**src/supervisor_pkg.sv**
```systemverilog
// constants, offsets and types shared by the charger fault supervisor
package supervisor_pkg;
  // clock and timing
  localparam int unsigned CLK_HZ = 100_000_000;
  localparam int unsigned FAULT_PULSE_US = 256;
  localparam int unsigned FAULT_PULSE_CYC = FAULT_PULSE_US * (CLK_HZ / 1_000_000);
  localparam int unsigned RAIL_PERIOD_MS = 64;
  // half period per detection state, in cycles
  localparam int unsigned RAIL_HALF_CYC =
    RAIL_PERIOD_MS * (CLK_HZ / 1000) / 2;

  // rail targets in millivolts
  localparam logic [12:0] RAIL_HIGH_MV = 13'h1068; // 4200 mV
  localparam logic [12:0] RAIL_LOW_MV = 13'h0e88;  // 3720 mV

  // thermistor trip ratios, in tenths of a percent
  localparam logic [9:0] HOT_TRIP = 10'h12c;   // 30.0 %
  localparam logic [9:0] WARM_TRIP = 10'h17f;  // 38.3 %
  localparam logic [9:0] COOL_TRIP = 10'h235;  // 56.5 %
  localparam logic [9:0] COLD_TRIP = 10'h258;  // 60.0 %

  // over-voltage selection bounds in millivolts (field of register 7)
  localparam logic [13:0] OVP_MIN_MV = 14'h1964; // 6500 mV
  localparam logic [13:0] OVP_MAX_MV = 14'h2904; // 10500 mV
  localparam logic [13:0] OVP_STEP_MV = 14'h01f4; // 500 mV per code
  localparam logic [7:0] OVP_REG_INDEX = 8'h07;

  // apb register byte addresses
  localparam logic [7:0] ADDR_CTRL = 8'h00;
  localparam logic [7:0] ADDR_STATUS = 8'h04;
  localparam logic [7:0] ADDR_ZONE = 8'h08;
  localparam logic [7:0] ADDR_OVP = 8'h1c; // index 7 times four
  // ctrl field positions
  localparam int unsigned CTRL_CHG_EN = 0;
  localparam int unsigned CTRL_TEST_REQ = 1;
  localparam logic [1:0] CTRL_RESET = 2'h1;
  localparam logic [2:0] OVP_RESET = 3'h3;
  // zone profile field layout: [3:0] voltage drop code, [7:4] current drop
  localparam logic [7:0] WARM_PROFILE_RESET = 8'h21;
  localparam logic [7:0] COOL_PROFILE_RESET = 8'h40;

  // detection sequencer states, one-hot
  typedef enum logic [2:0] {
    DET_CHECK = 3'h1,
    DET_HIGH = 3'h2,
    DET_LOW = 3'h4
  } det_state_e;

  // temperature zones
  typedef enum logic [2:0] {
    ZONE_NORMAL = 3'h0,
    ZONE_HOT = 3'h1,
    ZONE_WARM = 3'h2,
    ZONE_COOL = 3'h3,
    ZONE_COLD = 3'h4
  } zone_e;
endpackage

```
**src/charger_fault_supervisor.sv**
```systemverilog
// supervisory fault, detection and zone logic of the charger
//
// What this block does
// - voltage loop in fast charge, current loop otherwise
// - three-state detection, leaves check only if absent
// - detect states drive rail at 4.2V then 3.72V
// - rail level alternates with a 64ms period
// - comparators checked for insertion in both states
// - cycle states two and three until insertion
// - input droop lowers the effective input limit
// - sleep when input below battery plus offset and above lockout
// - sleep entry stops converter, pulses, sets its fault bit
// - sleep exit clears faults, restarts charge cycle
// - over-voltage stops converter, pulses, sets bits
// - over-voltage removal clears faults, resumes
// - over-voltage threshold selectable 6.5V to 10.5V
// - zone sets voltage and current targets
// - test mode is plain buck, no input limit
// - test mode refused when battery is present
// - safety timer paused during listed faults
`timescale 1ns/1ns
module charger_fault_supervisor (
  input wire logic pclk, // 100 MHz system clock
  input wire logic presetn, // async reset, active low
  // apb slave
  input wire logic psel, // apb select
  input wire logic penable, // apb access phase
  input wire logic pwrite, // apb write
  input wire logic [7:0] paddr, // apb byte address
  input wire logic [31:0] pwdata, // apb write data
  output logic [31:0] prdata, // apb read data
  output logic pready, // apb ready, always high
  output logic pslverr, // apb error on unmapped address
  // analog comparator results, asynchronous
  input wire logic cmp_sleep, // input below battery plus sleep_offset
  input wire logic cmp_uvlo_ok, // input above lockout level
  input wire logic cmp_ovp, // input above input_overvolt_threshold
  input wire logic cmp_droop, // input at input_droop_threshold
  input wire logic cmp_min_system_voltage, // system at min_system_voltage
  input wire logic cmp_vreg, // battery regulation active
  input wire logic cmp_done, // system at battery plus 3.5 %
  input wire logic cmp_bat_seen, // battery comparator trips
  input wire logic cmp_term_nobat, // termination due to no battery
  input wire logic [9:0] thermistor_sense, // ratio, tenths of percent
  // analog control outputs
  output logic current_mode, // current loop selected
  output logic converter_on, // buck converter running
  output logic bat_switch_on, // battery switch closed
  output logic [12:0] rail_target_mv, // system rail target
  output logic input_limit_cut, // droop reduces input limit
  output logic input_limit_off, // input limit disabled
  output logic [13:0] ovp_level_mv, // selected over-voltage level
  output logic [3:0] vreg_drop, // zone voltage reduction code
  output logic [3:0] ichg_drop, // zone current reduction code
  output logic charge_suspend, // charge stopped by zone
  output logic timer_pause, // safety timer hold
  output logic new_cycle, // one-cycle restart of charge
  output logic status_pulse, // status pin pulse
  output logic int_pulse // interrupt pin pulse
);
  localparam logic [31:0] RAIL_HALF =
    32'(supervisor_pkg::RAIL_HALF_CYC);

  // two-flop synchronisers for all comparator bits
  localparam int NSYNC = 19;
  logic [NSYNC-1:0] raw_in; // unsynchronised bundle
  logic [NSYNC-1:0] meta_q; // first stage, read only by sync_q
  logic [NSYNC-1:0] sync_q; // second stage, safe to use
  assign raw_in = {thermistor_sense, cmp_term_nobat, cmp_bat_seen,
    cmp_done, cmp_vreg, cmp_min_system_voltage, cmp_droop, cmp_ovp,
    cmp_uvlo_ok, cmp_sleep};

  // per-bit synchroniser chain
  genvar gi;
  generate
    for (gi = 0; gi < NSYNC; gi = gi + 1) begin : g_sync
      always_ff @(posedge pclk or negedge presetn) begin
        if (!presetn) begin
          meta_q[gi] <= 1'b0;
          sync_q[gi] <= 1'b0;
        end else begin
          meta_q[gi] <= raw_in[gi];
          sync_q[gi] <= meta_q[gi];
        end
      end
    end
  endgenerate

  logic s_sleep, s_uvlo_ok, s_ovp, s_droop, s_min_system_voltage, s_vreg;
  logic s_done, s_bat_seen, s_term_nobat;
  logic [9:0] s_ratio; // synced thermistor ratio
  assign {s_ratio, s_term_nobat, s_bat_seen, s_done, s_vreg,
    s_min_system_voltage, s_droop, s_ovp, s_uvlo_ok, s_sleep} = sync_q;

  // registers
  logic [1:0] ctrl_q; // charge enable, test request
  logic [3:0] ovp_sel_q; // over-voltage code, 500 mV steps
  logic [7:0] warm_prof_q; // warm zone reduction profile
  logic [7:0] cool_prof_q; // cool zone reduction profile
  logic sleep_flt_q, ovp_flt_q; // fault status bits
  logic supply_bad_q; // supply status bit
  logic test_on_q; // test mode active
  logic test_refused_q; // last request refused, sticky

  // apb decode
  logic wr_en, rd_en, hit;
  assign wr_en = psel & penable & pwrite;
  assign rd_en = psel & penable & ~pwrite;
  assign hit = (paddr == supervisor_pkg::ADDR_CTRL) ||
    (paddr == supervisor_pkg::ADDR_STATUS) ||
    (paddr == supervisor_pkg::ADDR_ZONE) ||
    (paddr == supervisor_pkg::ADDR_OVP);
  assign pready = 1'b1; // zero wait states
  assign pslverr = psel & penable & ~hit;

  // writable registers
  always_ff @(posedge pclk or negedge presetn) begin
    if (!presetn) begin
      ctrl_q <= supervisor_pkg::CTRL_RESET;
      ovp_sel_q <= {1'b0, supervisor_pkg::OVP_RESET};
      warm_prof_q <= supervisor_pkg::WARM_PROFILE_RESET;
      cool_prof_q <= supervisor_pkg::COOL_PROFILE_RESET;
    end else if (wr_en) begin
      case (paddr)
        supervisor_pkg::ADDR_CTRL: ctrl_q <= pwdata[1:0];
        supervisor_pkg::ADDR_ZONE: begin
          warm_prof_q <= pwdata[7:0];
          cool_prof_q <= pwdata[15:8];
        end
        // codes above 8 would pass 10.5V; stored as written, ovp_level_mv clamps them
        supervisor_pkg::ADDR_OVP: ovp_sel_q <= pwdata[3:0];
        default: ;
      endcase
    end
  end

  // detection sequencer
  supervisor_pkg::det_state_e det_q;
  logic [31:0] rail_cnt_q; // time left in current rail level
  logic bat_present_q; // sequencer believes a battery exists
  always_ff @(posedge pclk or negedge presetn) begin
    if (!presetn) begin
      det_q <= supervisor_pkg::DET_CHECK;
      rail_cnt_q <= 32'h0;
      bat_present_q <= 1'b0;
    end else begin
      case (det_q)
        supervisor_pkg::DET_CHECK: begin
          // only an absent-battery termination starts the search
          if (s_term_nobat) begin
            det_q <= supervisor_pkg::DET_HIGH;
            rail_cnt_q <= RAIL_HALF;
            bat_present_q <= 1'b0;
          end else begin
            bat_present_q <= 1'b1;
          end
        end
        supervisor_pkg::DET_HIGH, supervisor_pkg::DET_LOW: begin
          if (s_bat_seen) begin
            det_q <= supervisor_pkg::DET_CHECK;
            bat_present_q <= 1'b1;
          end else if (rail_cnt_q <= 32'h1) begin
            rail_cnt_q <= RAIL_HALF;
            det_q <= (det_q == supervisor_pkg::DET_HIGH) ?
              supervisor_pkg::DET_LOW : supervisor_pkg::DET_HIGH;
          end else begin
            rail_cnt_q <= rail_cnt_q - 32'h1;
          end
        end
        default: det_q <= supervisor_pkg::DET_CHECK;
      endcase
    end
  end

  // rail target per detection state
  always_ff @(posedge pclk or negedge presetn) begin
    if (!presetn) begin
      rail_target_mv <= supervisor_pkg::RAIL_HIGH_MV;
    end else if (det_q == supervisor_pkg::DET_LOW) begin
      rail_target_mv <= supervisor_pkg::RAIL_LOW_MV;
    end else begin
      rail_target_mv <= supervisor_pkg::RAIL_HIGH_MV;
    end
  end

  // fault entry and exit
  logic sleep_now, ovp_now, sleep_rise, ovp_rise, any_exit;
  assign sleep_now = s_sleep & s_uvlo_ok;
  assign ovp_now = s_ovp;
  assign sleep_rise = sleep_now & ~sleep_flt_q;
  assign ovp_rise = ovp_now & ~ovp_flt_q;
  assign any_exit = (sleep_flt_q & ~sleep_now) |
    (ovp_flt_q & ~ovp_now);
  always_ff @(posedge pclk or negedge presetn) begin
    if (!presetn) begin
      sleep_flt_q <= 1'b0;
      ovp_flt_q <= 1'b0;
      supply_bad_q <= 1'b0;
      new_cycle <= 1'b0;
    end else begin
      sleep_flt_q <= sleep_now;
      ovp_flt_q <= ovp_now;
      supply_bad_q <= ovp_now;
      new_cycle <= any_exit & ~sleep_now & ~ovp_now;
    end
  end

  // single pulse shared by status and interrupt pins
  logic pulse_w;
  fault_pulse u_pulse (
    .pclk(pclk),
    .presetn(presetn),
    .trig(sleep_rise | ovp_rise),
    .pulse(pulse_w)
  );
  assign status_pulse = pulse_w;
  assign int_pulse = pulse_w;

  // temperature zone classifier
  supervisor_pkg::zone_e zone_q;
  always_ff @(posedge pclk or negedge presetn) begin
    if (!presetn) begin
      zone_q <= supervisor_pkg::ZONE_NORMAL;
    end else if (s_ratio <= supervisor_pkg::HOT_TRIP) begin
      zone_q <= supervisor_pkg::ZONE_HOT;
    end else if (s_ratio <= supervisor_pkg::WARM_TRIP) begin
      zone_q <= supervisor_pkg::ZONE_WARM;
    end else if (s_ratio >= supervisor_pkg::COLD_TRIP) begin
      zone_q <= supervisor_pkg::ZONE_COLD;
    end else if (s_ratio >= supervisor_pkg::COOL_TRIP) begin
      zone_q <= supervisor_pkg::ZONE_COOL;
    end else begin
      zone_q <= supervisor_pkg::ZONE_NORMAL;
    end
  end

  // zone profile; cold stop is released as soon as the zone leaves cold, with no host action
  always_ff @(posedge pclk or negedge presetn) begin
    if (!presetn) begin
      vreg_drop <= 4'h0;
      ichg_drop <= 4'h0;
      charge_suspend <= 1'b0;
    end else begin
      case (zone_q)
        supervisor_pkg::ZONE_WARM: begin
          vreg_drop <= warm_prof_q[3:0];
          ichg_drop <= warm_prof_q[7:4];
          charge_suspend <= 1'b0;
        end
        supervisor_pkg::ZONE_COOL: begin
          vreg_drop <= cool_prof_q[3:0];
          ichg_drop <= cool_prof_q[7:4];
          charge_suspend <= 1'b0;
        end
        supervisor_pkg::ZONE_HOT, supervisor_pkg::ZONE_COLD: begin
          vreg_drop <= 4'h0;
          ichg_drop <= 4'h0;
          charge_suspend <= 1'b1;
        end
        default: begin
          vreg_drop <= 4'h0;
          ichg_drop <= 4'h0;
          charge_suspend <= 1'b0;
        end
      endcase
    end
  end

  // production test gate: only with no battery found
  always_ff @(posedge pclk or negedge presetn) begin
    if (!presetn) begin
      test_on_q <= 1'b0;
      test_refused_q <= 1'b0;
    end else if (!ctrl_q[supervisor_pkg::CTRL_TEST_REQ]) begin
      test_on_q <= 1'b0;
      test_refused_q <= 1'b0;
    end else if (!test_on_q) begin
      // battery present, or check still pending: refuse
      if (bat_present_q || det_q == supervisor_pkg::DET_CHECK) begin
        test_refused_q <= 1'b1;
      end else begin
        test_on_q <= 1'b1;
      end
    end
  end

  // analog controls, registered
  logic fault_any;
  assign fault_any = sleep_flt_q | ovp_flt_q;
  always_ff @(posedge pclk or negedge presetn) begin
    if (!presetn) begin
      current_mode <= 1'b0;
      converter_on <= 1'b0;
      bat_switch_on <= 1'b0;
      input_limit_cut <= 1'b0;
      input_limit_off <= 1'b0;
      timer_pause <= 1'b0;
      ovp_level_mv <= supervisor_pkg::OVP_MIN_MV;
    end else begin
      current_mode <= s_min_system_voltage | s_vreg | s_done;
      converter_on <= ~fault_any &
        (ctrl_q[supervisor_pkg::CTRL_CHG_EN] | test_on_q);
      bat_switch_on <= fault_any | ~test_on_q;
      input_limit_cut <= s_droop & ~test_on_q;
      input_limit_off <= test_on_q;
      timer_pause <= fault_any | charge_suspend;
      ovp_level_mv <= (ovp_sel_q > 4'h0 &&
        (supervisor_pkg::OVP_MIN_MV + 14'(ovp_sel_q) *
        supervisor_pkg::OVP_STEP_MV) > supervisor_pkg::OVP_MAX_MV) ?
        supervisor_pkg::OVP_MAX_MV :
        14'(supervisor_pkg::OVP_MIN_MV +
        14'(ovp_sel_q) * supervisor_pkg::OVP_STEP_MV);
    end
  end

  // read mux
  always_comb begin
    prdata = 32'h0;
    if (rd_en) begin
      case (paddr)
        supervisor_pkg::ADDR_CTRL: prdata = {30'h0, ctrl_q};
        supervisor_pkg::ADDR_STATUS: prdata = {21'h0, 3'(zone_q),
          3'(det_q), test_refused_q, test_on_q, supply_bad_q,
          ovp_flt_q, sleep_flt_q};
        supervisor_pkg::ADDR_ZONE: prdata = {16'h0, cool_prof_q,
          warm_prof_q};
        supervisor_pkg::ADDR_OVP: prdata = {28'h0, ovp_sel_q};
        default: prdata = 32'h0;
      endcase
    end
  end

  // assertions
  property p_rail;
    @(posedge pclk) disable iff (!presetn)
      det_q == supervisor_pkg::DET_LOW |=>
      rail_target_mv == supervisor_pkg::RAIL_LOW_MV;
  endproperty
  a_rail: assert property (p_rail) else $error("rail low wrong");
  property p_ovp_off;
    @(posedge pclk) disable iff (!presetn)
      ovp_flt_q |=> !converter_on;
  endproperty
  a_ovp_off: assert property (p_ovp_off) else $error("ovp on");
  property p_sleep_pulse;
    @(posedge pclk) disable iff (!presetn)
      sleep_rise && !pulse_w |=> status_pulse && int_pulse;
  endproperty
  a_sleep_pulse: assert property (p_sleep_pulse)
    else $error("no sleep pulse");
  property p_restart;
    @(posedge pclk) disable iff (!presetn)
      $fell(sleep_flt_q) && !ovp_flt_q && !sleep_now && !ovp_now
      |-> new_cycle;
  endproperty
  a_restart: assert property (p_restart) else $error("no restart");
  property p_test_gate;
    @(posedge pclk) disable iff (!presetn)
      $rose(test_on_q) |-> !$past(bat_present_q);
  endproperty
  a_test_gate: assert property (p_test_gate)
    else $error("test with battery");
  property p_test_limit;
    @(posedge pclk) disable iff (!presetn)
      test_on_q |=> input_limit_off && !input_limit_cut;
  endproperty
  a_test_limit: assert property (p_test_limit)
    else $error("limit in test");
  property p_mode;
    @(posedge pclk) disable iff (!presetn)
      s_min_system_voltage |=> current_mode;
  endproperty
  a_mode: assert property (p_mode) else $error("loop wrong");
  property p_pause;
    @(posedge pclk) disable iff (!presetn)
      sleep_flt_q |=> timer_pause;
  endproperty
  a_pause: assert property (p_pause) else $error("no pause");
  property p_stay;
    @(posedge pclk) disable iff (!presetn)
      det_q == supervisor_pkg::DET_HIGH && !s_bat_seen |=>
      det_q != supervisor_pkg::DET_CHECK;
  endproperty
  a_stay: assert property (p_stay) else $error("left search");
  c_search: cover property (@(posedge pclk)
    det_q == supervisor_pkg::DET_LOW);
  c_sleep: cover property (@(posedge pclk) sleep_rise);
  c_test: cover property (@(posedge pclk) $rose(test_on_q));
endmodule

```
**src/fault_pulse.sv**
```systemverilog
// one-shot fault pulse generator of fixed length
`timescale 1ns/1ns
module fault_pulse (
  input wire logic pclk, // system clock
  input wire logic presetn, // async reset, active low
  input wire logic trig, // single-cycle fault event
  output logic pulse // high for the pulse length
);
  localparam logic [15:0] LEN =
    16'(supervisor_pkg::FAULT_PULSE_CYC);
  logic [15:0] cnt_q; // cycles left in the pulse

  // a trigger while running is ignored so the pulse never stretches
  always_ff @(posedge pclk or negedge presetn) begin
    if (!presetn) begin
      cnt_q <= 16'h0000;
    end else if (cnt_q != 16'h0000) begin
      cnt_q <= cnt_q - 16'h0001;
    end else if (trig) begin
      cnt_q <= LEN;
    end
  end

  assign pulse = (cnt_q != 16'h0000);

  property p_len;
    @(posedge pclk) disable iff (!presetn)
      $rose(pulse) |-> pulse [*8];
  endproperty
  a_len: assert property (p_len)
    else $error("fault pulse too short");
endmodule

```
**config.mk**
```make
export PLATFORM = sky130hd
export DESIGN_NAME = charger_fault_supervisor
export DESIGN_NICKNAME = d
export VERILOG_FILES = /design/src/supervisor_pkg.sv /design/src/charger_fault_supervisor.sv /design/src/fault_pulse.sv
export SDC_FILE = /design/constraint.sdc
export NUM_CORES = 1
export LEC_CHECK = 0
export ABC_CLOCK_PERIOD_IN_PS = 6900
export BUFFER_PORTS_ARGS = -buffer_cell sky130_fd_sc_hd__buf_2
export CAP_MARGIN = 20
export CORE_MARGIN = 2
export CORE_UTILIZATION = 40
export DETAILED_ROUTE_END_ITERATION = 8
export RECOVER_POWER = 50
export SLEW_MARGIN = 10
export SYNTH_ARGS = -nofsm -noshare
export SYNTH_HDL_FRONTEND = slang
export SYNTH_SLANG_ARGS = --single-unit
```
**constraint.sdc**
```tcl
create_clock -name pclk -period 6.9 [get_ports pclk]
set_input_delay 0.69 -clock pclk [delete_from_list [all_inputs] [get_ports pclk]]
set_output_delay 0.69 -clock pclk [all_outputs]
set_load 0.02 [all_outputs]
```
# [Yosys cells after proc, flatten, opt, wreduce, memory -nomap -nowiden]
# Index checks and enable logic that the tools add are counted.
# Widths: inputs -> output; s select.
[op_classes] n_lt_le_gt_ge=7 bitwise=29 n_mul=1 n_eq_ne=16 reduce_logical=18 n_mux=31 add_sub_neg=3
[ops] operator="$mux 32" count=4
[ops] operator="$pmux 16 s4" count=1
[ops] operator="$pmux 32 s2" count=1
[ops] operator="$le 32x1->1 const B" count=1
[ops] operator="$mux 16" count=2
[ops] operator="$sub 32x1->32 const B" count=1
[ops] operator="$mux 3" count=7
[ops] operator="$ge 10x10->1 const B" count=2
[ops] operator="$le 10x9->1 const B" count=2
[ops] operator="$pmux 4 s2" count=2
[ops] operator="$reduce_bool 16->1" count=1
[ops] operator="$sub 16x1->16 const B" count=1
[ops] operator="$add 13x13->14 const A" count=1
[ops] operator="$gt 14x14->1 const B" count=1
[ops] operator="$mux 14" count=1
[ops] operator="$and 1x1->1" count=13
[ops] operator="$mux 13" count=1
[ops] operator="$reduce_and 2->1" count=6
[ops] operator="$mul 4x7->11 const B" count=1
[ops] operator="$eq 3x2->1 const B" count=3
[ops] operator="$mux 1" count=9
[ops] operator="$eq 8x3->1 const B" count=1
[ops] operator="$eq 8x4->1 const B" count=1
[ops] operator="$eq 8x5->1 const B" count=1
[ops] operator="17 further kinds" count=41
[totals] reg_bits=162 output_inout_bits=79 input_bits=64 word_cells=168

# [Depth between registers and ports, before layout]
# Gate-level depths: netlist (run 1).
[depth] word_depth=6 mapped_depth=13 depth_no_buf=12

# [Hierarchy]
# A second synthesis (run 1) with hierarchy kept.
[unflattened] cells_unflattened=681 hier_area_um2=7445.9
[by_module_without_submodules] mod="charger_fault_supervisor" seq_area_each_um2=3345.7 area_each_um2=6562.5 instances=1 cells_each=601
[by_module_without_submodules] mod="fault_pulse" seq_area_each_um2=400.4 area_each_um2=883.3 instances=1 cells_each=80

# [Least setup slack after synthesis (run 1)]
# No wires, ideal clock.
[synth_path] path_kind="register -> register" startpoint="reg ovp_sel_q[2]" endpoint="reg ovp_level_mv[8]" n_path_buf=0 arrival_time_ns=3.874 path_slack_ns=2.948 synth_period_minus_slack_ns=3.952 t_required_ns=6.823 path_stages_with_launch=13 setup_ns=0.077 path_cell_list="dfrtp_1 > fa_1 > inv_1 > fa_1 > inv_1 > ha_1 > or2_2 > a311oi_1 > xor2_1 > or3_1 > o32ai_1 > o211ai_1 > a21bo_2"
[synth_via] elab_chain_len=5 word_cells_on_any_way=6 cone_classes="1 x add/sub; 1 x mul; 2 x order compare; 1 x mux; 1 x reduce/logical"
[synth_lines] element="start: declaration" line="charger_fault_supervisor.sv:97" rtl="logic [3:0] ovp_sel_q;"
[synth_lines] element="start signal: assignment" line="charger_fault_supervisor.sv:120" rtl="ovp_sel_q <= {1'b0, supervisor_pkg::OVP_RESET};"
[synth_lines] element="start signal: assignment" line="charger_fault_supervisor.sv:131" rtl="supervisor_pkg::ADDR_OVP: ovp_sel_q <= pwdata[3:0];"
[synth_lines] element="$mul 4x7->11" line="charger_fault_supervisor.sv:308, charger_fault_supervisor.sv:312"
[synth_lines] element="$add 13x13->14" line="charger_fault_supervisor.sv:308, charger_fault_supervisor.sv:311"
[synth_lines] element="$gt 14x14->1" line="charger_fault_supervisor.sv:309" rtl="supervisor_pkg::OVP_STEP_MV) > supervisor_pkg::OVP_MAX_MV) ?"
[synth_lines] element="$logic_and 1x1->1" line="charger_fault_supervisor.sv:307" rtl="ovp_level_mv <= (ovp_sel_q > 4'h0 &&"
[synth_lines] element="$mux 14 (*)" line="charger_fault_supervisor.sv:309"
[synth_lines] element="end signal: assignment" line="charger_fault_supervisor.sv:298" rtl="ovp_level_mv <= supervisor_pkg::OVP_MIN_MV;"
[synth_lines] element="end signal: assignment" line="charger_fault_supervisor.sv:307"
[synth_lines] element="end: declaration" line="charger_fault_supervisor.sv:52" rtl="output logic [13:0] ovp_level_mv,"
# Every way passes the cells marked *; elsewhere a longest branch is shown, timed or not.
# A chain may end at the register's enable or synchronous reset.

# [Worst setup path in the final report (run 1)]
# Same ends and word-level chain as after synthesis.

==> results of run 1 <==
[how the worst max path moves through the flow]
stage,startpoint,to,depth (start not counted),slack [ps]
after floorplan,ovp_sel_q[2],ovp_level_mv[8],12,2950
after global placement,ovp_sel_q[2],ovp_level_mv[8],12,2720
after detailed placement,ovp_sel_q[2],ovp_level_mv[8],12,2650
after CTS,ovp_sel_q[2],ovp_level_mv[8],12,2640
after global routing,presetn,ovp_sel_q[1],3,2180
final,ovp_sel_q[2],ovp_level_mv[8],12,2640
[cell type report]
cell class | count | area [um^2]
multi-input combinational | 458 | 3070
clock buffer | 18 | 429
sequential | 149 | 3750
tap | 225 | 282
inverter | 27 | 101
fill | 1600 | 8980
clock inverter | 14 | 190
timing repair buffer | 105 | 549
[sequential cells by signal (all words and copies together), names as in the netlist, 4 cells and up]
signal         count
rail_cnt_q        32
meta_q            19
u_pulse.cnt_q     16
ovp_level_mv      12
s_ratio           10
cool_prof_q        8
warm_prof_q        8
ichg_drop          4
ovp_sel_q          4
vreg_drop          4
[layout by cell type, fill, tap and decap left out, types with 13 or more instances in the layout]
cell / instances
xor2_1: 20
ha_1: 21
nor3_1: 18
a21oi_1: 31
xnor2_1: 21
or3_1: 13
nand2_1: 51
inv_1: 26
dfrtp_1: 135
o21ai_0: 18
clkbuf_16: 17
conb_1: 25
nor2_1: 66
buf_2: 99
[power groups by stage]
stage	Sequential [W]	Clock [W]	Combinational, W
6_report	0.00104	0.000965	0.000429
5_1_grt	0.00105	0.00103	0.000487
4_1_cts	0.00104	0.000986	0.000432
3_5_place_dp	0.00105	0	0.000429
3_3_place_gp	0.00105	0	0.000418
2_1_floorplan	0.00106	0	0.000311
[cell usage after synthesis, drive strengths merged, types with 3 or more instances]
cell type and instances:
nand2b 10, xor2 20, nor4 12, and2 7
a21oi 31, nand3b 4, dfstp 14, xnor2 21
o21ai 18, nand4 6, nor2b 8, clkbuf 8
a22oi 10, o211ai 3, nor2 68, dfrtp 135
or2 3, and3 4, or4 11, ha 21
nand3 9, buf 35, mux2i 9, inv 27
nor3 18, nor3b 6, a31oi 7, nand2 52
or3 16, mux2 19, o21a 3, a21o 5
fa 7
[layer usage]
metal | part of all wire (%) | wire [um]
met5 | 0.089 | 13
met4 | 1.6 | 234
met2 | 49 | 7170
met1 | 45 | 6640
met3 | 4.3 | 633
[worst register-to-register path, cell delays in order, from the launching register on]
cell      delay (ps)
dfrtp_1          490
fa_1             610
inv_1            100
fa_1             510
inv_1             40
ha_1             320
or2_2            330
a311oi_1         330
xor2_1           190
or3_1            420
o32ai_1          290
o211ai_1         270
a21bo_2          290
[through the flow]
step / std cells / hold WS, ps / utilization [%] / power [W] / area (um^2)
final: 996 / 348 / 48.2 / 0.00243 / 8370
after global routing: 996 / 345 / 48.2 / 0.00256 / 8370
after CTS: 995 / 273 / 48.1 / 0.00246 / 8360
after detailed placement: 963 / 335 / 44.6 / 0.00148 / 7740
after global placement: 963 / 332 / 44.6 / 0.00147 / 7740
after floorplan: 677 / 331 / - / 0.00137 / 7200
[kinds of logic after synthesis]
family,after synthesis
AO/OA/AOI/OAI,97
XOR/XNOR,42
adder cells (fa/ha/maj),28
buffers and inverters,70
flip-flops,149
multiplexers,28
other,2
AND/OR/NAND/NOR,238
==> metrics.md, run 1 <==
| Metric | Value |
|---|---|
| Largest family of logic cells by synthesized area | `simple AND/OR/NAND/NOR gates` |
| Drt total wl | `14700 um` |
| Drt via density | `4.98` |
| Clock period minus worst slack | `4260 ps` |
| Clock transition at path regs | `60 ps` |
| Setup CP Type | `reg -> reg` |
| Final Setup Violations | `0` |
| Initial antenna violation count | `1` |
| Crit end category | `flip-flop` |
| Final Max Slew Viols | `71` |
| Diodes inserted | `0` |
| GRT Total Usage | `16.5%` |
| Worst Path Buf+Inv | `2` |
| Wire length per cell | `14.7 um` |
| Worst path max stage delay | `610 ps` |
| Measured slew at the worst slew-check pin | `3600 ps` |
| Final period util | `61.7%` |
| Async set-reset flop share out of synthesis | `100%` |
| Crit path max fanout | `7` |
| Max Clock Freq | `235 MHz` |
| Peak VDD IR | `0.200 mV` |
| Hpwl dp | `10800 um` |
| Reg-to-Reg End | `ovp_level_mv[8]` |
| Pre-antenna DRT Iters | `4` |
| Max cap viols | `1` |
| Skew-Pair Late Insertion Delay | `420 ps` |
| Antenna-violating nets left | `0` |
| Post-synthesis cell type count | `65` |
| Final Worst Setup Slack | `2640 ps` |
| Gpl congestion | `0.802` |
| Die Area | `18900 um^2` |
| Post-Place Worst Slack | `2650 ps` |
| Leakage power | `3.88 nW` |
| Post-CTS Setup Inserts | `0` |
| Largest net degree at the start of global routing | `81` |
| Met2 Usage GRT | `27.1%` |
| Multiplexer area fraction after synthesis | `4.27%` |
| Worst hold endpoint | `s_ratio[2]` |
| Crit path launch type | `flip-flop` |
| Mapped Area | `7120 um^2` |
| GR peak layer | `met2` |
| Layout area overhead | `17.6%` |
| Critical path's top delay family | `adder cells` |
| Clock share of power | `39.7%` |
| FF-to-FF Start | `ovp_sel_q[2]` |
| CTS tree | `yes` |
| Die X | `137 um` |
| CTS sink count | `149` |
| IO Pins | `143` |
| Syn Area/Cell | `10.9 um^2` |
| Dominant synthesized flop cell | `dfrtp_1` |
| RSZ-0062 raised after global routing | `false` |
| Met1 Use GR | `21.2%` |
| PwrDens | `291 nW/um^2` |
| Max-slew headroom | `-140%` |
| Post-Synth Adder-Cell Area | `5.66%` |
| Flop pwr share | `42.7%` |
| Critical Path RT | `7250 ps` |
| First-pass GRT wire length | `24000 um` |
| Die height | `137 um` |
| DR vias | `4965` |
| Fraction of layout instances using a drive strength above 1 | `23.1%` |
| Gate Count Post-Synth | `654` |
| Post-CTS Hold Buffers | `0` |
| Setup TNS | `0 ps` |
| Hold path startpoint | `meta_q[11]` |
| Clock Tree Buf Depth | `2` |
| Number of DRC markers in iteration 0 | `281` |
| Seq/Total Area, Yosys | `52.6%` |
| Core area | `17400 um^2` |
| Outcome | `complete, but fails checks` |
| Complex-gate fraction of the synthesized area | `8.63%` |
| Top post-synthesis cells by area | `dfrtp_1 47%, dfstp_2 5.2%, ha_1 3.7%, nor2_1 3.5%, buf_4 3.3%` |
| Leading area contributor after synthesis | `dfrtp_1` |
| Reg2Reg Depth | `12` |
| Cell-internal power | `0.00172 W` |
| Max H-tree Level | `4` |
| Comb pwr share | `17.6%` |
| Worst-path cell chain | `fa_1 > inv_1 > fa_1 > inv_1 > ha_1 > or2_2 > a311oi_1 > xor2_1 > or3_1 > o32ai_1 > o211ai_1 > a21bo_2` |
| FF-to-FF setup slack | `2640 ps` |
| CTS buffer count | `17` |
| Synth Area in Simple Gates | `17.9%` |
| Input/output buffers | `101` |
| Worst Hold Depth | `0` |
| Final net count | `850` |
| Post-CTS sizing | `0` |
| Clock Skew | `7.67 ps` |
| Root Buffer | `clkbuf_16` |
| Drt drc | `0` |
| Number of enable flip-flop cells after synthesis | `0` |
| WP data arrival | `4610 ps` |
| XOR/XNOR share of the synthesized area | `5.36%` |
| M3 GR Usage | `4.16%` |
| Worst min path class | `reg -> reg` |
| Grt ovf | `0` |
| CP max-delay cell | `fa_1` |
| Final hold vios | `0` |
| Yosys reg bits | `149` |
| Rows | `48` |
| Vias in the first global route | `4855` |
| Initial Util | `41.0%` |
| Sw Share | `29.4%` |
| Yosys warning count | `0` |
| Failing checks | `capacitance limit, slew limit` |
| Psw | `0.000715 W` |
| Yosys top cell area share | `47.5%` |
Note: power is estimated with default switching activity, not from simulation.
==> run 2: changes to the inputs <==
--- a/config.mk
+++ b/config.mk
@@ -5,7 +5,7 @@
 export SDC_FILE = /design/constraint.sdc
 export NUM_CORES = 1
 export LEC_CHECK = 0
-export ABC_CLOCK_PERIOD_IN_PS = 6900
+export ABC_CLOCK_PERIOD_IN_PS = 4200
 export BUFFER_PORTS_ARGS = -buffer_cell sky130_fd_sc_hd__buf_2
 export CAP_MARGIN = 20
 export CORE_MARGIN = 2
==> constraint.sdc (replaced) <==
create_clock -name pclk -period 4.2 [get_ports pclk]
set_input_delay 0.42 -clock pclk [delete_from_list [all_inputs] [get_ports pclk]]
set_output_delay 0.42 -clock pclk [all_outputs]
set_load 0.02 [all_outputs]
==> run 2 against run 1 <==
  * The run still ends with capacitance limit, slew limit left
  * Combinational power up 69%
  * Sequential power increased by 64%
  * Via count is 1.7% higher
  * Register-to-register slack worse by 2500 ps
  * Total power grew 58%
  * Core utilization down 0.13 points
==> metrics.md, run 2 (synthesis results as in run 1) <==
| Metric | Value |
|---|---|
| Reg with most FFs | `rail_cnt_q` |
| Die height | `137 um (unchanged)` |
| GRT Total Usage | `16.9% (+0.37 points)` |
| Max cap viols | `1 (unchanged)` |
| Comb pwr share | `18.8% (+1.2 points)` |
| Outcome | `complete, but fails checks` |
| Failing checks | `capacitance limit, slew limit` |
| Peak VDD IR | `0.297 mV (+49%)` |
| Multi-input logic area | `3100 um^2 (+0.81%)` |
| Final core occ | `48.1% (-0.13 points)` |
| Psw | `0.00120 W (+68%)` |
| Post-CTS Hold Buffers | `0 (unchanged)` |
| CTS sink count | `149 (unchanged)` |
| Commonest non-fill, non-tap cell in the layout | `dfrtp_1` |
| Largest regs | `rail_cnt_q (32), meta_q (19), u_pulse.cnt_q (16)` |
| Worst path max stage delay | `600 ps (about the same)` |
| Setup CP Type | `reg -> reg` |
| Hold Worst Slack | `99.1 ps (-249 ps)` |
| Largest register FFs | `32 (unchanged)` |
| Crit path max fanout | `7 (unchanged)` |
| CTS tree | `yes` |
| Met1 Use GR | `21.6% (+0.41 points)` |
| CP max-delay cell | `fa_1` |
| Die X | `137 um (unchanged)` |
| Final net count | `856 (+0.71%)` |
| M3 GR Usage | `4.42% (+0.26 points)` |
| GR peak layer | `met2` |
| Input/output buffers | `101 (unchanged)` |
| Initial antenna violation count | `1 (unchanged)` |
| Rows | `48 (unchanged)` |
| Final Setup Violations | `0 (unchanged)` |
| IO Pins | `143 (unchanged)` |
| DR vias | `5050 (+1.7%)` |
| Met2 Usage GRT | `28.0% (+0.91 points)` |
| Drt total wl | `15000 um (+2.2%)` |
| Worst-path cell chain | `fa_1 > inv_1 > fa_1 > inv_1 > ha_1 > or2_2 > a311oi_4 > xor2_2 > or3_1 > o32ai_1 > o211ai_1 > a21bo_2` |
| Number of DRC markers in iteration 0 | `362 (+29%)` |
| Final hold vios | `0 (unchanged)` |
| Leakage power | `3.88 nW (about the same)` |
| Max-slew headroom | `-57.2% (+83 points)` |
| Skew-Pair Late Insertion Delay | `420 ps (about the same)` |
| Final period util | `96.1% (+34 points)` |
| Diodes inserted | `0 (unchanged)` |
| Measured slew at the worst slew-check pin | `2360 ps (-1240 ps)` |
| Fillers | `1596 (-0.25%)` |
| FF-to-FF setup slack | `160 ps (-2480 ps)` |
| Clock share of power | `36.8% (-2.9 points)` |
| FF+latch area | `3750 um^2 (unchanged)` |
| Layout area overhead | `17.3%` |
| Core area | `17400 um^2 (unchanged)` |
| Grt ovf | `0 (unchanged)` |
| Most frequent cells in the layout | `135 x dfrtp_1, 100 x buf_2, 66 x nor2_1` |
| Fraction of layout instances using a drive strength above 1 | `24.3% (+1.2 points)` |
| Max Clock Freq | `248 MHz (+5.4%)` |
| PwrDens | `461 nW/um^2 (+59%)` |
| Antenna-violating nets left | `0 (unchanged)` |
| Clock Skew | `6.21 ps (-1.47 ps)` |
| Clock transition at path regs | `60 ps (about the same)` |
| DP Area | `7770 um^2 (+0.49%)` |
| Flop pwr share | `44.4% (+1.7 points)` |
| Vias in the first global route | `4999 (+3.0%)` |
| Drt drc | `0 (unchanged)` |
| Max H-tree Level | `4 (unchanged)` |
| Cell-internal power | `0.00265 W (+54%)` |
| Pre-antenna DRT Iters | `5 (+1)` |
| Crit end category | `flip-flop` |
| Final Max Slew Viols | `96 (+35%)` |
| Die Area | `18900 um^2 (unchanged)` |
| Critical path's top delay family | `adder cells` |
| First-pass GRT wire length | `24500 um (+2.0%)` |
| Worst min path class | `in -> reg` |
| Wire length per cell | `15.0 um (+1.6%)` |
| Gpl congestion | `0.777 (-3.2%)` |
| WP data arrival | `4390 ps (-220 ps)` |
| Clock Tree Buf Depth | `2 (unchanged)` |
| Initial Util | `41.0% (unchanged)` |
| Critical Path RT | `4550 ps (-2700 ps)` |
| Hpwl dp | `10900 um (+1.5%)` |
| Root Buffer | `clkbuf_16` |
| Clock period minus worst slack | `4040 ps (-218 ps)` |
| Drt via density | `5.04 (+1.1%)` |
| Final instance area | `8350 um^2 (-0.27%)` |
| Largest net degree at the start of global routing | `96 (+19%)` |
| CTS buffer count | `17 (unchanged)` |
| Sw Share | `31.2% (+1.8 points)` |
| Crit path launch type | `flip-flop` |
| Worst Path Buf+Inv | `2 (unchanged)` |
[run 2: final cells by class]
class                   count  area share [%]
clock buffers              18            5.14
repair buffers            111            6.86
well taps                 225            3.37
clock inverters            14            1.42
flip-flops and latches    149            44.9
inverters                  27            1.21
multi-input cells         458            37.1
[run 2: power groups by stage]
stage                     logic (W)  clock network, W  registers [W]
final                      0.000725           0.00142        0.00171
after global routing       0.000818           0.00152        0.00173
after CTS                  0.000716           0.00146        0.00171
after detailed placement   0.000713                 0        0.00173
after global placement     0.000691                 0        0.00172
after floorplan            0.000510                 0        0.00174
[run 2: final timing paths]
kind	from	endpoint	cells after the start
max	ovp_sel_q[1]	ovp_level_mv[8]	12
min	thermistor_sense[6]	meta_q[15]	1
max reg2reg	ovp_sel_q[1]	ovp_level_mv[8]	12
min reg2reg	meta_q[6]	s_done	0
max in group asynchronous	presetn	s_ratio[1]	2
min in group asynchronous	presetn	ovp_level_mv[13]	1
[run 2: routing by layer]
layer | share of wire (%) | wire (um) | vias up
met2 | 50 | 7490 | 108
met1 | 45 | 6770 | 2496
met4 | 0.92 | 138 | 2
met3 | 4.1 | 614 | 14
met5 | 0.053 | 8 | -
li1 | - | - | 2430
[run 2: metrics by stage]
stage	cells	setup TNS [ps]	total power (W)	setup WS (ps)
CTS	1000	0	0.00388	67.0
global placement	968	0	0.00241	175
finish	1002	0	0.00385	162
global route	1002	-53.2	0.00407	-32.7
detailed placement	968	0	0.00245	82.0
floorplan	677	0	0.00225	248
[run 2: timing repair]
action	CTS	global route
setup endpoints to repair	0	8
buffers inserted	0	2
gates resized for setup	0	3
[run 2: worst register-to-register path: cells and delay by family, from the launching register on]
family	cells	cell delay [ps]
adder cells (fa/ha/maj)	3	1420
AO/OA/AOI/OAI	4	1160
AND/OR/NAND/NOR	2	750
flip-flops	1	380
buffers and inverters	2	140
XOR/XNOR	1	120
